==> src/pkg/ccc_consts.svh <==
`ifndef CCC_CONSTS_SVH
`define CCC_CONSTS_SVH

// Register bus geometry
`define CCC_ADDR_W 4
`define CCC_DATA_W 16

// Register indices on the plain register port
`define CCC_ADDR_CFG 4'h0
`define CCC_ADDR_VALH 4'h1
`define CCC_ADDR_VALL 4'h2

// Field positions of the configuration and calibration register
`define CCC_BIT_ENABLE 15
`define CCC_BIT_UNLOCK 13
`define CCC_BIT_HAZARD 12
`define CCC_BIT_HALF 11
`define CCC_BIT_OE 10
`define CCC_PTR_HI 9
`define CCC_PTR_LO 8
`define CCC_CAL_HI 7
`define CCC_CAL_LO 0

// Reset values
`define CCC_CAL_RESET 8'h00
`define CCC_PTR_RESET 2'h0
`define CCC_WORD_RESET 16'h0000

// Value window geometry
`define CCC_WIN_WORDS 4
`define CCC_WIN_IDX_W 2

`endif

==> src/pkg/ccc_pkg.sv <==
package ccc_pkg;

    // Window pointer codes; upper byte / lower byte of the selected word
    typedef enum logic [1:0]
    {
        CCC_PTR_MIN_SEC = 2'b00,
        CCC_PTR_WDAY_HOUR = 2'b01,
        CCC_PTR_MONTH_DAY = 2'b10,
        CCC_PTR_RSVD_YEAR = 2'b11
    } ccc_ptr_t;

    // Source of the next word on the read data register
    typedef enum logic [1:0]
    {
        CCC_RD_NONE = 2'b00,
        CCC_RD_CFG = 2'b01,
        CCC_RD_WIN = 2'b10
    } ccc_rd_src_t;

endpackage

==> src/pkg/ccc_win_if.sv <==
`timescale 1ns/10ps

interface ccc_win_if;
    import ccc_pkg::*;

    // Write side of the value store
    logic wr_en;
    logic [1:0] wr_idx;
    logic [15:0] wr_data;
    // Read side; the store registers the selected word
    ccc_rd_src_t rd_src;
    logic [1:0] rd_idx;
    logic [15:0] cfg_word;
    logic [15:0] rd_data;

    modport ctrl
    (
        output wr_en,
        output wr_idx,
        output wr_data,
        output rd_src,
        output rd_idx,
        output cfg_word,
        input rd_data
    );

    modport store
    (
        input wr_en,
        input wr_idx,
        input wr_data,
        input rd_src,
        input rd_idx,
        input cfg_word,
        output rd_data
    );
endinterface

==> src/hw/ccc_value_store.sv <==
`timescale 1ns/10ps
`include "ccc_consts.svh"

module ccc_value_store
    import ccc_pkg::*;
#(
    parameter int WORDS = `CCC_WIN_WORDS
)
(
    // Clock and power-on reset
    input wire logic clock,
    input wire logic reset,
    // Link to the control logic
    ccc_win_if.store win
);

    logic [15:0] word_mem [WORDS];
    logic [15:0] rd_data_reg;

    // Time field words; cleared only by the power-on reset
    always_ff @(posedge clock or posedge reset)
    begin
        if (reset)
        begin
            for (int i = 0; i < WORDS; i++)
            begin
                word_mem[i] <= `CCC_WORD_RESET;
            end
        end
        else if (win.wr_en)
        begin
            word_mem[win.wr_idx] <= win.wr_data;
        end
    end

    // Registered read; the reserved upper byte of code 11 reads as zero
    always_ff @(posedge clock or posedge reset)
    begin
        if (reset)
        begin
            rd_data_reg <= `CCC_WORD_RESET;
        end
        else
        begin
            case (win.rd_src)
                CCC_RD_CFG: rd_data_reg <= win.cfg_word;
                CCC_RD_WIN:
                begin
                    if (win.rd_idx == CCC_PTR_RSVD_YEAR)
                    begin
                        rd_data_reg <= {8'h00, word_mem[win.rd_idx][7:0]};
                    end
                    else
                    begin
                        rd_data_reg <= word_mem[win.rd_idx];
                    end
                end
                default: rd_data_reg <= `CCC_WORD_RESET;
            endcase
        end
    end

    assign win.rd_data = rd_data_reg;

endmodule

==> src/hw/ccc_config_window.sv <==
// Strobed register access and the register offsets were chosen for this implementation.
`timescale 1ns/10ps
`include "ccc_consts.svh"

module ccc_config_window
    import ccc_pkg::*;
#(
    parameter int ADDR_W = `CCC_ADDR_W,
    parameter int DATA_W = `CCC_DATA_W
)
(
    // Clock and power-on reset
    input wire logic clock,
    input wire logic reset,

    // Register port
    input wire logic [ADDR_W-1:0] address,
    input wire logic [DATA_W-1:0] write_data,
    input wire logic write_strobe,
    input wire logic read_strobe,
    output logic [DATA_W-1:0] read_data,

    // Status from the timekeeping counters
    input wire logic half_second_tick,
    input wire logic rollover_ripple,

    // Controls to the timekeeping counters and output pin
    output logic clock_unit_enable,
    output logic clock_output_enable,
    output logic [7:0] calibration,
    output logic value_write_unlock
);

    // Address decode used by both the write and read paths
    function automatic logic is_addr(input logic [ADDR_W-1:0] a, input logic [ADDR_W-1:0] target);
        is_addr = (a == target);
    endfunction

    // Pointer step: count down, hold at zero
    function automatic logic [1:0] ptr_step(input logic [1:0] p);
        if (p == 2'b00)
        begin
            ptr_step = 2'b00;
        end
        else
        begin
            ptr_step = p - 2'b01;
        end
    endfunction

    ccc_win_if win ();

    logic clock_unit_enable_reg;
    logic value_write_unlock_reg;
    logic rollover_read_hazard_reg;
    logic half_second_phase_reg;
    logic clock_output_enable_reg;
    logic [1:0] value_window_pointer_reg;
    logic [1:0] value_window_pointer_next;
    logic [7:0] calibration_reg;

    logic cfg_wr;
    logic valh_wr;
    logic vall_wr;
    logic valh_rd;
    logic vall_rd;
    logic win_wr_ok;
    logic high_access;
    logic min_sec_low_wr;
    logic [15:0] cfg_word;

    // Strobe decode
    always_comb
    begin
        cfg_wr = write_strobe && is_addr(address, `CCC_ADDR_CFG);
        valh_wr = write_strobe && is_addr(address, `CCC_ADDR_VALH);
        vall_wr = write_strobe && is_addr(address, `CCC_ADDR_VALL);
        valh_rd = read_strobe && is_addr(address, `CCC_ADDR_VALH);
        vall_rd = read_strobe && is_addr(address, `CCC_ADDR_VALL);
    end

    // Window writes pass only while unlocked
    always_comb
    begin
        win_wr_ok = (valh_wr || vall_wr) && value_write_unlock_reg;
        high_access = valh_rd || valh_wr;
        // Lower half of the minutes-seconds word is the seconds byte at code 00
        min_sec_low_wr = win_wr_ok && (value_window_pointer_reg == CCC_PTR_MIN_SEC);
    end

    // Enable bit; the check uses the unlock bit as it stands before this write
    always_ff @(posedge clock or posedge reset)
    begin
        if (reset)
        begin
            clock_unit_enable_reg <= 1'b0;
        end
        else if (cfg_wr && value_write_unlock_reg)
        begin
            clock_unit_enable_reg <= write_data[`CCC_BIT_ENABLE];
        end
    end

    // Unlock bit, free to write at any time
    always_ff @(posedge clock or posedge reset)
    begin
        if (reset)
        begin
            value_write_unlock_reg <= 1'b0;
        end
        else if (cfg_wr)
        begin
            value_write_unlock_reg <= write_data[`CCC_BIT_UNLOCK];
        end
    end

    // Output enable for the clock unit's output signal
    always_ff @(posedge clock or posedge reset)
    begin
        if (reset)
        begin
            clock_output_enable_reg <= 1'b0;
        end
        else if (cfg_wr)
        begin
            clock_output_enable_reg <= write_data[`CCC_BIT_OE];
        end
    end

    // Calibration byte, stored and returned unchanged
    always_ff @(posedge clock or posedge reset)
    begin
        if (reset)
        begin
            calibration_reg <= `CCC_CAL_RESET;
        end
        else if (cfg_wr)
        begin
            calibration_reg <= write_data[`CCC_CAL_HI:`CCC_CAL_LO];
        end
    end

    // Pointer: a direct write wins over the auto-decrement of the same cycle
    always_comb
    begin
        value_window_pointer_next = value_window_pointer_reg;
        if (cfg_wr)
        begin
            value_window_pointer_next = write_data[`CCC_PTR_HI:`CCC_PTR_LO];
        end
        else if (high_access)
        begin
            // A locked-out write still counts as an access of the high window
            value_window_pointer_next = ptr_step(value_window_pointer_reg);
        end
    end

    always_ff @(posedge clock or posedge reset)
    begin
        if (reset)
        begin
            value_window_pointer_reg <= `CCC_PTR_RESET;
        end
        else
        begin
            value_window_pointer_reg <= value_window_pointer_next;
        end
    end

    // Half-second phase toggles on each half-second tick while running
    always_ff @(posedge clock or posedge reset)
    begin
        if (reset)
        begin
            half_second_phase_reg <= 1'b0;
        end
        else if (min_sec_low_wr)
        begin
            // Realigns the phase with freshly written seconds
            half_second_phase_reg <= 1'b0;
        end
        else if (clock_unit_enable_reg && half_second_tick)
        begin
            half_second_phase_reg <= ~half_second_phase_reg;
        end
    end

    // Hazard flag follows the counters' ripple window, only while running
    always_ff @(posedge clock or posedge reset)
    begin
        if (reset)
        begin
            rollover_read_hazard_reg <= 1'b0;
        end
        else
        begin
            // One cycle late, so it rises with the counters, not ahead of them
            rollover_read_hazard_reg <= clock_unit_enable_reg && rollover_ripple;
        end
    end

    // Word presented on a configuration read
    always_comb
    begin
        cfg_word = 16'h0000;
        cfg_word[`CCC_BIT_ENABLE] = clock_unit_enable_reg;
        cfg_word[`CCC_BIT_UNLOCK] = value_write_unlock_reg;
        cfg_word[`CCC_BIT_HAZARD] = rollover_read_hazard_reg;
        cfg_word[`CCC_BIT_HALF] = half_second_phase_reg;
        cfg_word[`CCC_BIT_OE] = clock_output_enable_reg;
        cfg_word[`CCC_PTR_HI:`CCC_PTR_LO] = value_window_pointer_reg;
        cfg_word[`CCC_CAL_HI:`CCC_CAL_LO] = calibration_reg;
    end

    // Drive the value store: write and read both use the current pointer
    always_comb
    begin
        win.wr_en = win_wr_ok;
        win.wr_idx = value_window_pointer_reg;
        win.wr_data = write_data;
        win.rd_idx = value_window_pointer_reg;
        win.cfg_word = cfg_word;
        if (read_strobe && is_addr(address, `CCC_ADDR_CFG))
        begin
            win.rd_src = CCC_RD_CFG;
        end
        else if (valh_rd || vall_rd)
        begin
            win.rd_src = CCC_RD_WIN;
        end
        else
        begin
            // Unmapped reads and idle cycles return zero
            win.rd_src = CCC_RD_NONE;
        end
    end

    // Time field store; its read register is the read data output
    ccc_value_store #(
        .WORDS(`CCC_WIN_WORDS)
    ) u_store (
        .clock(clock),
        .reset(reset),
        .win(win)
    );

    // Outputs straight from flip-flops
    assign read_data = win.rd_data;
    assign clock_unit_enable = clock_unit_enable_reg;
    assign clock_output_enable = clock_output_enable_reg;
    assign calibration = calibration_reg;
    assign value_write_unlock = value_write_unlock_reg;

endmodule

==> config.mk <==
export PLATFORM = sky130hd
export DESIGN_NAME = ccc_config_window
export DESIGN_NICKNAME = d
export VERILOG_FILES = /design/src/pkg/ccc_pkg.sv /design/src/pkg/ccc_win_if.sv /design/src/hw/ccc_value_store.sv /design/src/hw/ccc_config_window.sv
export VERILOG_INCLUDE_DIRS = /design/src /design/src/pkg
export SDC_FILE = /design/constraint.sdc
export NUM_CORES = 1
export LEC_CHECK = 0
export BUFFER_PORTS_ARGS = -buffer_cell sky130_fd_sc_hd__buf_4
export CORE_ASPECT_RATIO = 1.4
export CORE_UTILIZATION = 45
export CTS_CLUSTER_DIAMETER = 30
export DETAILED_ROUTE_END_ITERATION = 10
export PLACE_DENSITY = 0.69
export SETUP_SLACK_MARGIN = 0.2
export SYNTH_ARGS = -nofsm -noshare
export SYNTH_HDL_FRONTEND = slang
export SYNTH_HIERARCHICAL = 1
export SYNTH_SLANG_ARGS = --single-unit
==> constraint.sdc <==
create_clock -name clock -period 2.25 [get_ports clock]
set_clock_uncertainty 0.15 [all_clocks]
set_input_delay 0.45 -clock clock [delete_from_list [all_inputs] [get_ports clock]]
set_output_delay 0.45 -clock clock [all_outputs]
set_load 0.005 [all_outputs]
# Word-level counts from Yosys, hierarchy flattened
# Index checks and enable logic that the tools add are counted.
[totals]
reg_bits = 95
out_inout_bits = 27
word_cells = 56
[op_classes]
add_sub_neg = 1
magnitude_cmp = 2
mux = 15
n_eq_ne = 5
bitwise_logic = 2
reduce_logical = 19
[ops]
columns = ["operator", "n"]
rows = [
  ["bitwise mux 64 bit", 1],
  ["2-to-1 mux 16 bit", 4],
  ["binary-select mux 16 bit (select 2 bit)", 1],
  ["demux 16 bit (select 2 bit)", 1],
  ["case mux 16 bit (2 select lines)", 1],
  ["logical AND 1 bit", 12],
  ["2-to-1 mux 2 bit", 5],
  ["== test 2 bit (second input constant)", 2],
  ["== test 4 x 1 -> 1 bit (second input constant)", 1],
  ["== test 4 x 2 -> 1 bit (second input constant)", 1],
  ["logical NOT 4 bit", 1],
  ["nonzero test 2 bit", 2],
  [">= comparator 3 bit (second input constant)", 1],
  ["logical OR 1 bit", 3],
  ["less-than comparator 3 x 1 -> 1 bit (second input constant)", 1],
  ["NOT 2 -> 3 bit", 1],
  ["== test 2 x 1 -> 1 bit (second input constant)", 1],
  ["logical NOT 2 bit", 1],
  ["2-to-1 mux 1 bit", 2],
  ["subtractor 2 x 1 -> 2 bit (second input constant)", 1],
  ["NOT 1 bit", 1],
]

# Longest topological paths before layout
# Gate-level depths: netlist of run 1.
[logic_depth]
word_depth = 7
ltp_mapped = 9

# Cells and area by module
# The synthesis of run 1 kept the hierarchy.
[by_module_without_submodules]
columns = ["module", "seq_area_each_um2", "cells_per_inst", "area_each_um2", "instances"]
rows = [
  ["ccc_value_store", 1801.7, 211, 3103.0, 1],
  ["ccc_config_window", 375.4, 54, 664.4, 1],
]

# Worst setup path after synthesis of run 1
# OpenSTA, ideal clock, no wires.
[synth_timing]
kind = "input-to-reg"
startpoint = "input address[0]"
endpoint = "register u_store.rd_data_reg[1], in the netlist u_store/win.rd_data[1]"
arrival_time_ps = 2275
n_path_buf = 2
setup_time_ps = 64
slack_ps = -239
path_stages = 9
path_cell_list = "nor4_1 -> and2_1 -> inv_1 -> ha_1 -> or3b_1 -> buf_2 -> buf_6 -> o22ai_1 -> a21o_1"
[synth_lines]
columns = ["item", "line", "rtl"]
rows = [
  ["start, declared", "ccc_config_window.sv:17", "input wire logic [ADDR_W-1:0] address,"],
  ["logical NOT 4 bit *", "ccc_config_window.sv:36", "is_addr = (a == target);"],
  ["logical AND 1 bit *", "ccc_config_window.sv:223", "if (read_strobe && is_addr(address, `CCC_ADDR_CFG))"],
  ["2-to-1 mux 2 bit *", "ccc_config_window.sv:223", ""],
  ["via win.rd_src[0]", "ccc_win_if.sv:11", "ccc_rd_src_t rd_src;"],
  ["== test 2 bit / == test 2 x 1 -> 1 bit (equally long branches)", "ccc_value_store.sv:45", "case (win.rd_src)"],
  ["case mux 16 bit (2 select lines) *", "ccc_value_store.sv:45", ""],
  ["end signal, assigned", "ccc_value_store.sv:46", "CCC_RD_CFG: rd_data_reg <= win.cfg_word;"],
  ["end signal, assigned", "ccc_value_store.sv:51", "rd_data_reg <= {8'h00, word_mem[win.rd_idx][7:0]};"],
  ["end signal, assigned", "ccc_value_store.sv:55", "rd_data_reg <= word_mem[win.rd_idx];"],
  ["end, declared", "ccc_value_store.sv:18", "logic [15:0] rd_data_reg;"],
]
# The timed path passes the listed nets; every way through them passes the cells marked *.
# A chain may end at the register's enable or synchronous reset.

# Final worst setup path of run 1
[layout_timing]
startpoint = "input address[0]"
endpoint = "register u_store.rd_data_reg[9], in the netlist u_store/win.rd_data[9]"
# Same word-level chain as after synthesis.

==> results of run 1 <==
## synth_stat cells, types with 3 or more instances
cell	count	area share (%)
mux2i_1	23	6.1
nor2b_1	3	0.50
buf_2	5	0.66
inv_1	6	0.60
mux2_2	67	20
buf_6	4	1.2
nor2_1	11	1.1
a21o_1	8	1.6
o21ai_0	4	0.53
dfrtp_1	87	58
o22ai_1	8	1.3
a221o_1	7	1.9
## per-stage QoR
| stage | total power [W] | setup slack (ns) | setup TNS (ns) |
|---|---|---|---|
| 3_5_place_dp | 0.00266 | -0.184 | -2.60 |
| 6_report | 0.00420 | 0.170 | 0 |
| 4_1_cts | 0.00420 | 0.186 | 0 |
| 2_1_floorplan | 0.00239 | 0.0269 | 0 |
| 5_1_grt | 0.00440 | 0.0914 | 0 |
| 3_3_place_gp | 0.00263 | -0.161 | -2.24 |
## what timing repair did
action,in CTS,in global routing
buffers inserted,0,0
resized for setup,1,34
pin swaps,1,10
setup endpoints to repair,8,16
gates cloned,0,0
hold buffers,1,0
endpoints found under the hold margin,13,0
## worst min path at each step
stage | from | end | slack, ns
floorplan | reset | calibration[0]$_DFFE_PP0P_ | 0.20
finish | rollover_ripple | rollover_read_hazard_reg$_DFF_PP0_ | 0.16
detailed placement | reset | u_store/win.rd_data[7]$_DFF_PP0_ | 0.31
CTS | rollover_ripple | rollover_read_hazard_reg$_DFF_PP0_ | 0.15
global placement | reset | u_store/win.rd_data[1]$_DFF_PP0_ | 0.29
global route | rollover_ripple | rollover_read_hazard_reg$_DFF_PP0_ | 0.16
## layer usage
layer	vias up	track usage [%]	wire [um]
li1	1118	-	-
met2	50	33.2	4260
met1	1250	25.6	3450
met3	14	4.94	264
met4	0	9.35	170
met5	-	0	0
## logic make-up after synthesis
kind of cell	after synthesis	share of synthesized area, %
multiplexers	90	26.1
other	1	0.0995
XOR/XNOR	2	0.465
flip-flops	87	57.8
AND/OR/NAND/NOR	34	5.88
adder cells (fa/ha/maj)	2	0.664
AO/OA/AOI/OAI	31	6.11
buffers and inverters	18	2.86
## cell type report
class | instances | area, um^2 | area share (%)
Sequential cell | 87 | 2180 | 44.4
Inverter | 6 | 28.8 | 0.587
Timing Repair Buffer | 77 | 633 | 12.9
Clock inverter | 3 | 40.0 | 0.817
Tap cell | 102 | 128 | 2.60
Multi-Input combinational cell | 160 | 1630 | 33.2
Clock buffer | 13 | 270 | 5.51
## power by group
group          internal (W)  total [W]  switching, W  leakage [nW]
Clock              0.000947    0.00153      0.000583         0.156
Sequential          0.00182    0.00198      0.000165          1.17
Combinational      0.000395   0.000687      0.000292          1.07
Total               0.00316    0.00420       0.00104          2.40
==> impl_metrics.tcl, run 1 <==
set metrics [dict create \
    stdcell_area_um2 4900 \
    path_class "in -> reg" \
    grt_antenna_before_repair 0 \
    finalNonFillerCells 448 \
    cp_top_family "simple AND/OR/NAND/NOR gates" \
    slew_viol_final 0 \
    min_path_type "in -> reg" \
    ioPinCount 53 \
    drt_iter0_drc 141 \
    ir_drop_v 0.000428 \
    hpwlAfterDp_mm 5.48 \
    clockBufferDepth 2 \
    slew_headroom_pct 51.6 \
    yosysUniqueCellTypes 36 \
    clock_latency_ns 0.34 \
    cap_violations 0 \
    synth_edf_count 0 \
    vias_per_cell 5.43 \
    antennaDiodeCount 0 \
    ys_seq_area_share_pct 57.8 \
    initial_core_util_pct 46.2 \
    drive_gt1_share_pct 53.8 \
    die_y_um 110 \
    cp-endpoint "u_store/win.rd_data[9]$_DFF_PP0_" \
    r2r_cells 3 \
    io_buffers 52 \
    via_count 2432 \
    layout_min_cycle_time_ns 2.08 \
    crit_path_end_kind "flop" \
    synth_flop_cell "dfrtp_1" \
    std_cell_rows 39 \
    final_common_cell "dfrtp_1" \
    wl_per_cell_um 18.2 \
    cp.depth 10 \
    htree_num_levels 3 \
    placed_cell_area_um2 4430 \
    grt_pass1_wl_mm 12.7 \
    n_fill_cell 653 \
    outcome "completed" \
    p_per_area_nw_per_um2 856 \
    grt_pass1_vias 2469 \
    track_usage_pct 20.4 \
    synth_nets 293 \
    finalHoldWorstSlack_ns 0.162 \
    gp_congestion 0.746 \
    syn_to_final_growth_pct 30.1 \
    largest_register_ffs 56 \
    fmax_mhz 481 \
    cp.required_ns 2.38 \
    clkTransAtPathRegs_ns 0.06 \
    hold_viol 0 \
    critPathMaxStageDelay_ns 0.42 \
    cts_buffers 9 \
    drtPass1Iterations 4 \
    root_buffer "clkbuf_16" \
    r2r_slack_ns 0.52 \
    regToRegStartpoint "value_window_pointer_reg[1]$_DFFE_PP0P_" \
    drt_wl_total_mm 8.15 \
    synthesis.area_um2 3770 \
    cpMaxStageDelayCell "or3b_4" \
    worstSetupStartpointType "primary input" \
    drc 0 \
    worst_slew_pin_slew_ns 0.725 \
    fin_crit_sh_pct 92.5 \
    nets 369 \
    worstPathCellList "buf_8 > nor4_4 > and2_4 > inv_4 > ha_4 > buf_6 > or3b_4 > buf_12 > nor2_4 > a221o_1" \
    critical_path_arrival_ns 2.21 \
    fin_util_pct 60.2 \
    ant_nets 0 \
    die_w_um 79.3 \
    whs_path_depth 2 \
    die_area_um2 8750 \
    gr-total-overflow 0 \
    async_flop_share_pct 100 \
    crit_path_max_fanout 7 \
    core-area_um2 8150 \
    place_inst 431 \
    p_leak_nw 2.40 \
    reg2reg_to "u_store/word_mem[0]$_DFFE_PP0P_" \
    rsz0062_at_grt "true" \
    syn-instance-count 265 \
    critPathLaunch "address[0]" \
    yosysWarnings 6 \
    layout_common_cells "87 x dfrtp_1, 70 x buf_4, 67 x mux2_2" \
    finalSetupViolCount 0 \
    grt_max_degree 60 \
    cts_num_sinks 87 \
    ys_ff_latch 87 \
    avgSynthCellArea_um2 14.2 \
    cts_tree "yes" \
    crit_buf_inv 4 \
]
(Power assumes the default switching activity.)
==> run 2: changes to the inputs <==
Settings changed: PLACE_DENSITY 0.69 to 0.64.
==> impl_metrics.tcl, run 2 (synthesis gave the netlist of run 1 again) <==
set metrics [dict create \
    worst_slew_pin_slew_ns 0.804 \
    wl_per_cell_um 18.1 \
    gr-total-overflow 0 \
    p_per_area_nw_per_um2 835 \
    vias_per_cell 5.41 \
    outcome "completed" \
    cap_violations 0 \
    htree_num_levels 3 \
    cts_buffers 9 \
    fin_crit_sh_pct 91.1 \
    final_common_cell "dfrtp_1" \
    p_leak_nw 2.38 \
    cp.required_ns 2.38 \
    drtPass1Iterations 4 \
    initial_core_util_pct 46.2 \
    drc 0 \
    place_inst 431 \
    route.top_layer_used "met4" \
    antennaDiodeCount 0 \
    critical_path_arrival_ns 2.18 \
    wl_met2_mm 4.22 \
    hold_viol 0 \
    stdcell_area_um2 4830 \
    clockBufferDepth 2 \
    die_w_um 79.3 \
    ir_drop_v 0.000468 \
    layout_min_cycle_time_ns 2.05 \
    clock_latency_ns 0.34 \
    wl_met3_um 299 \
    via_count 2428 \
    die_area_um2 8750 \
    grt_max_degree 73 \
    m1WireLength_mm 3.52 \
    cts_tree "yes" \
    io_buffers 52 \
    clkTransAtPathRegs_ns 0.06 \
    layout_common_cells "87 x dfrtp_1, 70 x buf_4, 67 x mux2_2" \
    worstSetupStartpointType "primary input" \
    finalSetupViolCount 0 \
    core-area_um2 8150 \
    drive_gt1_share_pct 53.9 \
    ant_nets 0 \
    die_y_um 110 \
    rsz0062_at_grt "true" \
    drt_wl_total_mm 8.15 \
    cts_num_sinks 87 \
    path_class "in -> reg" \
    root_buffer "clkbuf_16" \
    hpwlAfterDp_mm 5.48 \
    min_path_type "in -> async" \
    largest_register_ffs 56 \
    grt_antenna_before_repair 0 \
    nets 370 \
    ioPinCount 53 \
    std_cell_rows 39 \
    fin_util_pct 59.3 \
    grt_pass1_vias 2560 \
    fmax_mhz 488 \
    grt_pass1_wl_mm 13.5 \
    tns_ns 0 \
    slew_headroom_pct 46.3 \
    placed_cell_area_um2 4440 \
    syn_to_final_growth_pct 28.2 \
    slew_viol_final 0 \
    track_usage_pct 21.2 \
    drt_iter0_drc 104 \
    crit_path_max_fanout 5 \
    finalNonFillerCells 449 \
    crit_path_end_kind "flop" \
    gp_congestion 0.732 \
]
-- run 2: cell type report --
| class | instances | area, um^2 |
|---|---|---|
| clock buffer | 10 | 239 |
| clock inverter | 6 | 36.3 |
| fill | 680 | 3320 |
| inverter | 6 | 26.3 |
| multi-input combinational | 160 | 1580 |
| sequential | 87 | 2180 |
| tap | 102 | 128 |
| timing repair buffer | 78 | 641 |
-- run 2: final timing paths --
check	from	endpoint	slack, ns	cells past startpoint
worst max-delay path	address[0]	u_store/win.rd_data[9]$_DFF_PP0_	0.20	10
worst min-delay path	reset	u_store/word_mem[52]$_DFFE_PP0P_	0.06	3
worst max register to register	value_window_pointer_reg[1]$_DFFE_PP0P_	u_store/win.rd_data[8]$_DFF_PP0_	0.38	4
worst min register to register	u_store/word_mem[5]$_DFFE_PP0P_	u_store/word_mem[5]$_DFFE_PP0P_	0.35	1
max in group asynchronous	reset	calibration[5]$_DFFE_PP0P_	1.31	2
min in group clock	rollover_ripple	rollover_read_hazard_reg$_DFF_PP0_	0.18	2
-- run 2: power by group --
group          total, W  switching (W)  internal [W]
sequential      0.00199       0.000174       0.00182
clock           0.00138       0.000605      0.000771
combinational  0.000668       0.000273      0.000396
total           0.00403        0.00105       0.00298
-- run 2: critical path, stage by stage --
cell and delay, ns:
buf_8 0.10, nor4_4 0.27, and2_4 0.19, inv_2 0.04, ha_4 0.21, buf_6 0.11
or3b_4 0.41, buf_8 0.17, nor2_4 0.11, a221o_1 0.11
-- run 2: metal layers --
| layer | vias up | track usage (%) |
|---|---|---|
| met5 | - | 0 |
| met4 | 0 | 6.23 |
| met3 | 7 | 6.09 |
| met2 | 55 | 36.1 |
| met1 | 1245 | 26.2 |
| li1 | 1121 | - |
-- run 2: what timing repair did --
| item | in CTS | in global routing |
|---|---|---|
| pin swaps | 5 | 6 |
| endpoints found under the setup margin | 15 | 15 |
| hold buffers | 0 | 0 |
| resized for setup | 15 | 13 |
| cloned | 1 | 0 |
| buffers inserted | 0 | 1 |
-- run 2: stage by stage --
stage	total power, W	hold WS (ns)	setup WS [ns]
after CTS	0.00405	0.0888	0.172
after global placement	0.00264	0.329	-0.197
after floorplan	0.00239	0.201	0.0269
after global routing	0.00425	0.101	0.161
after detailed placement	0.00266	0.339	-0.226
final	0.00403	0.0604	0.200
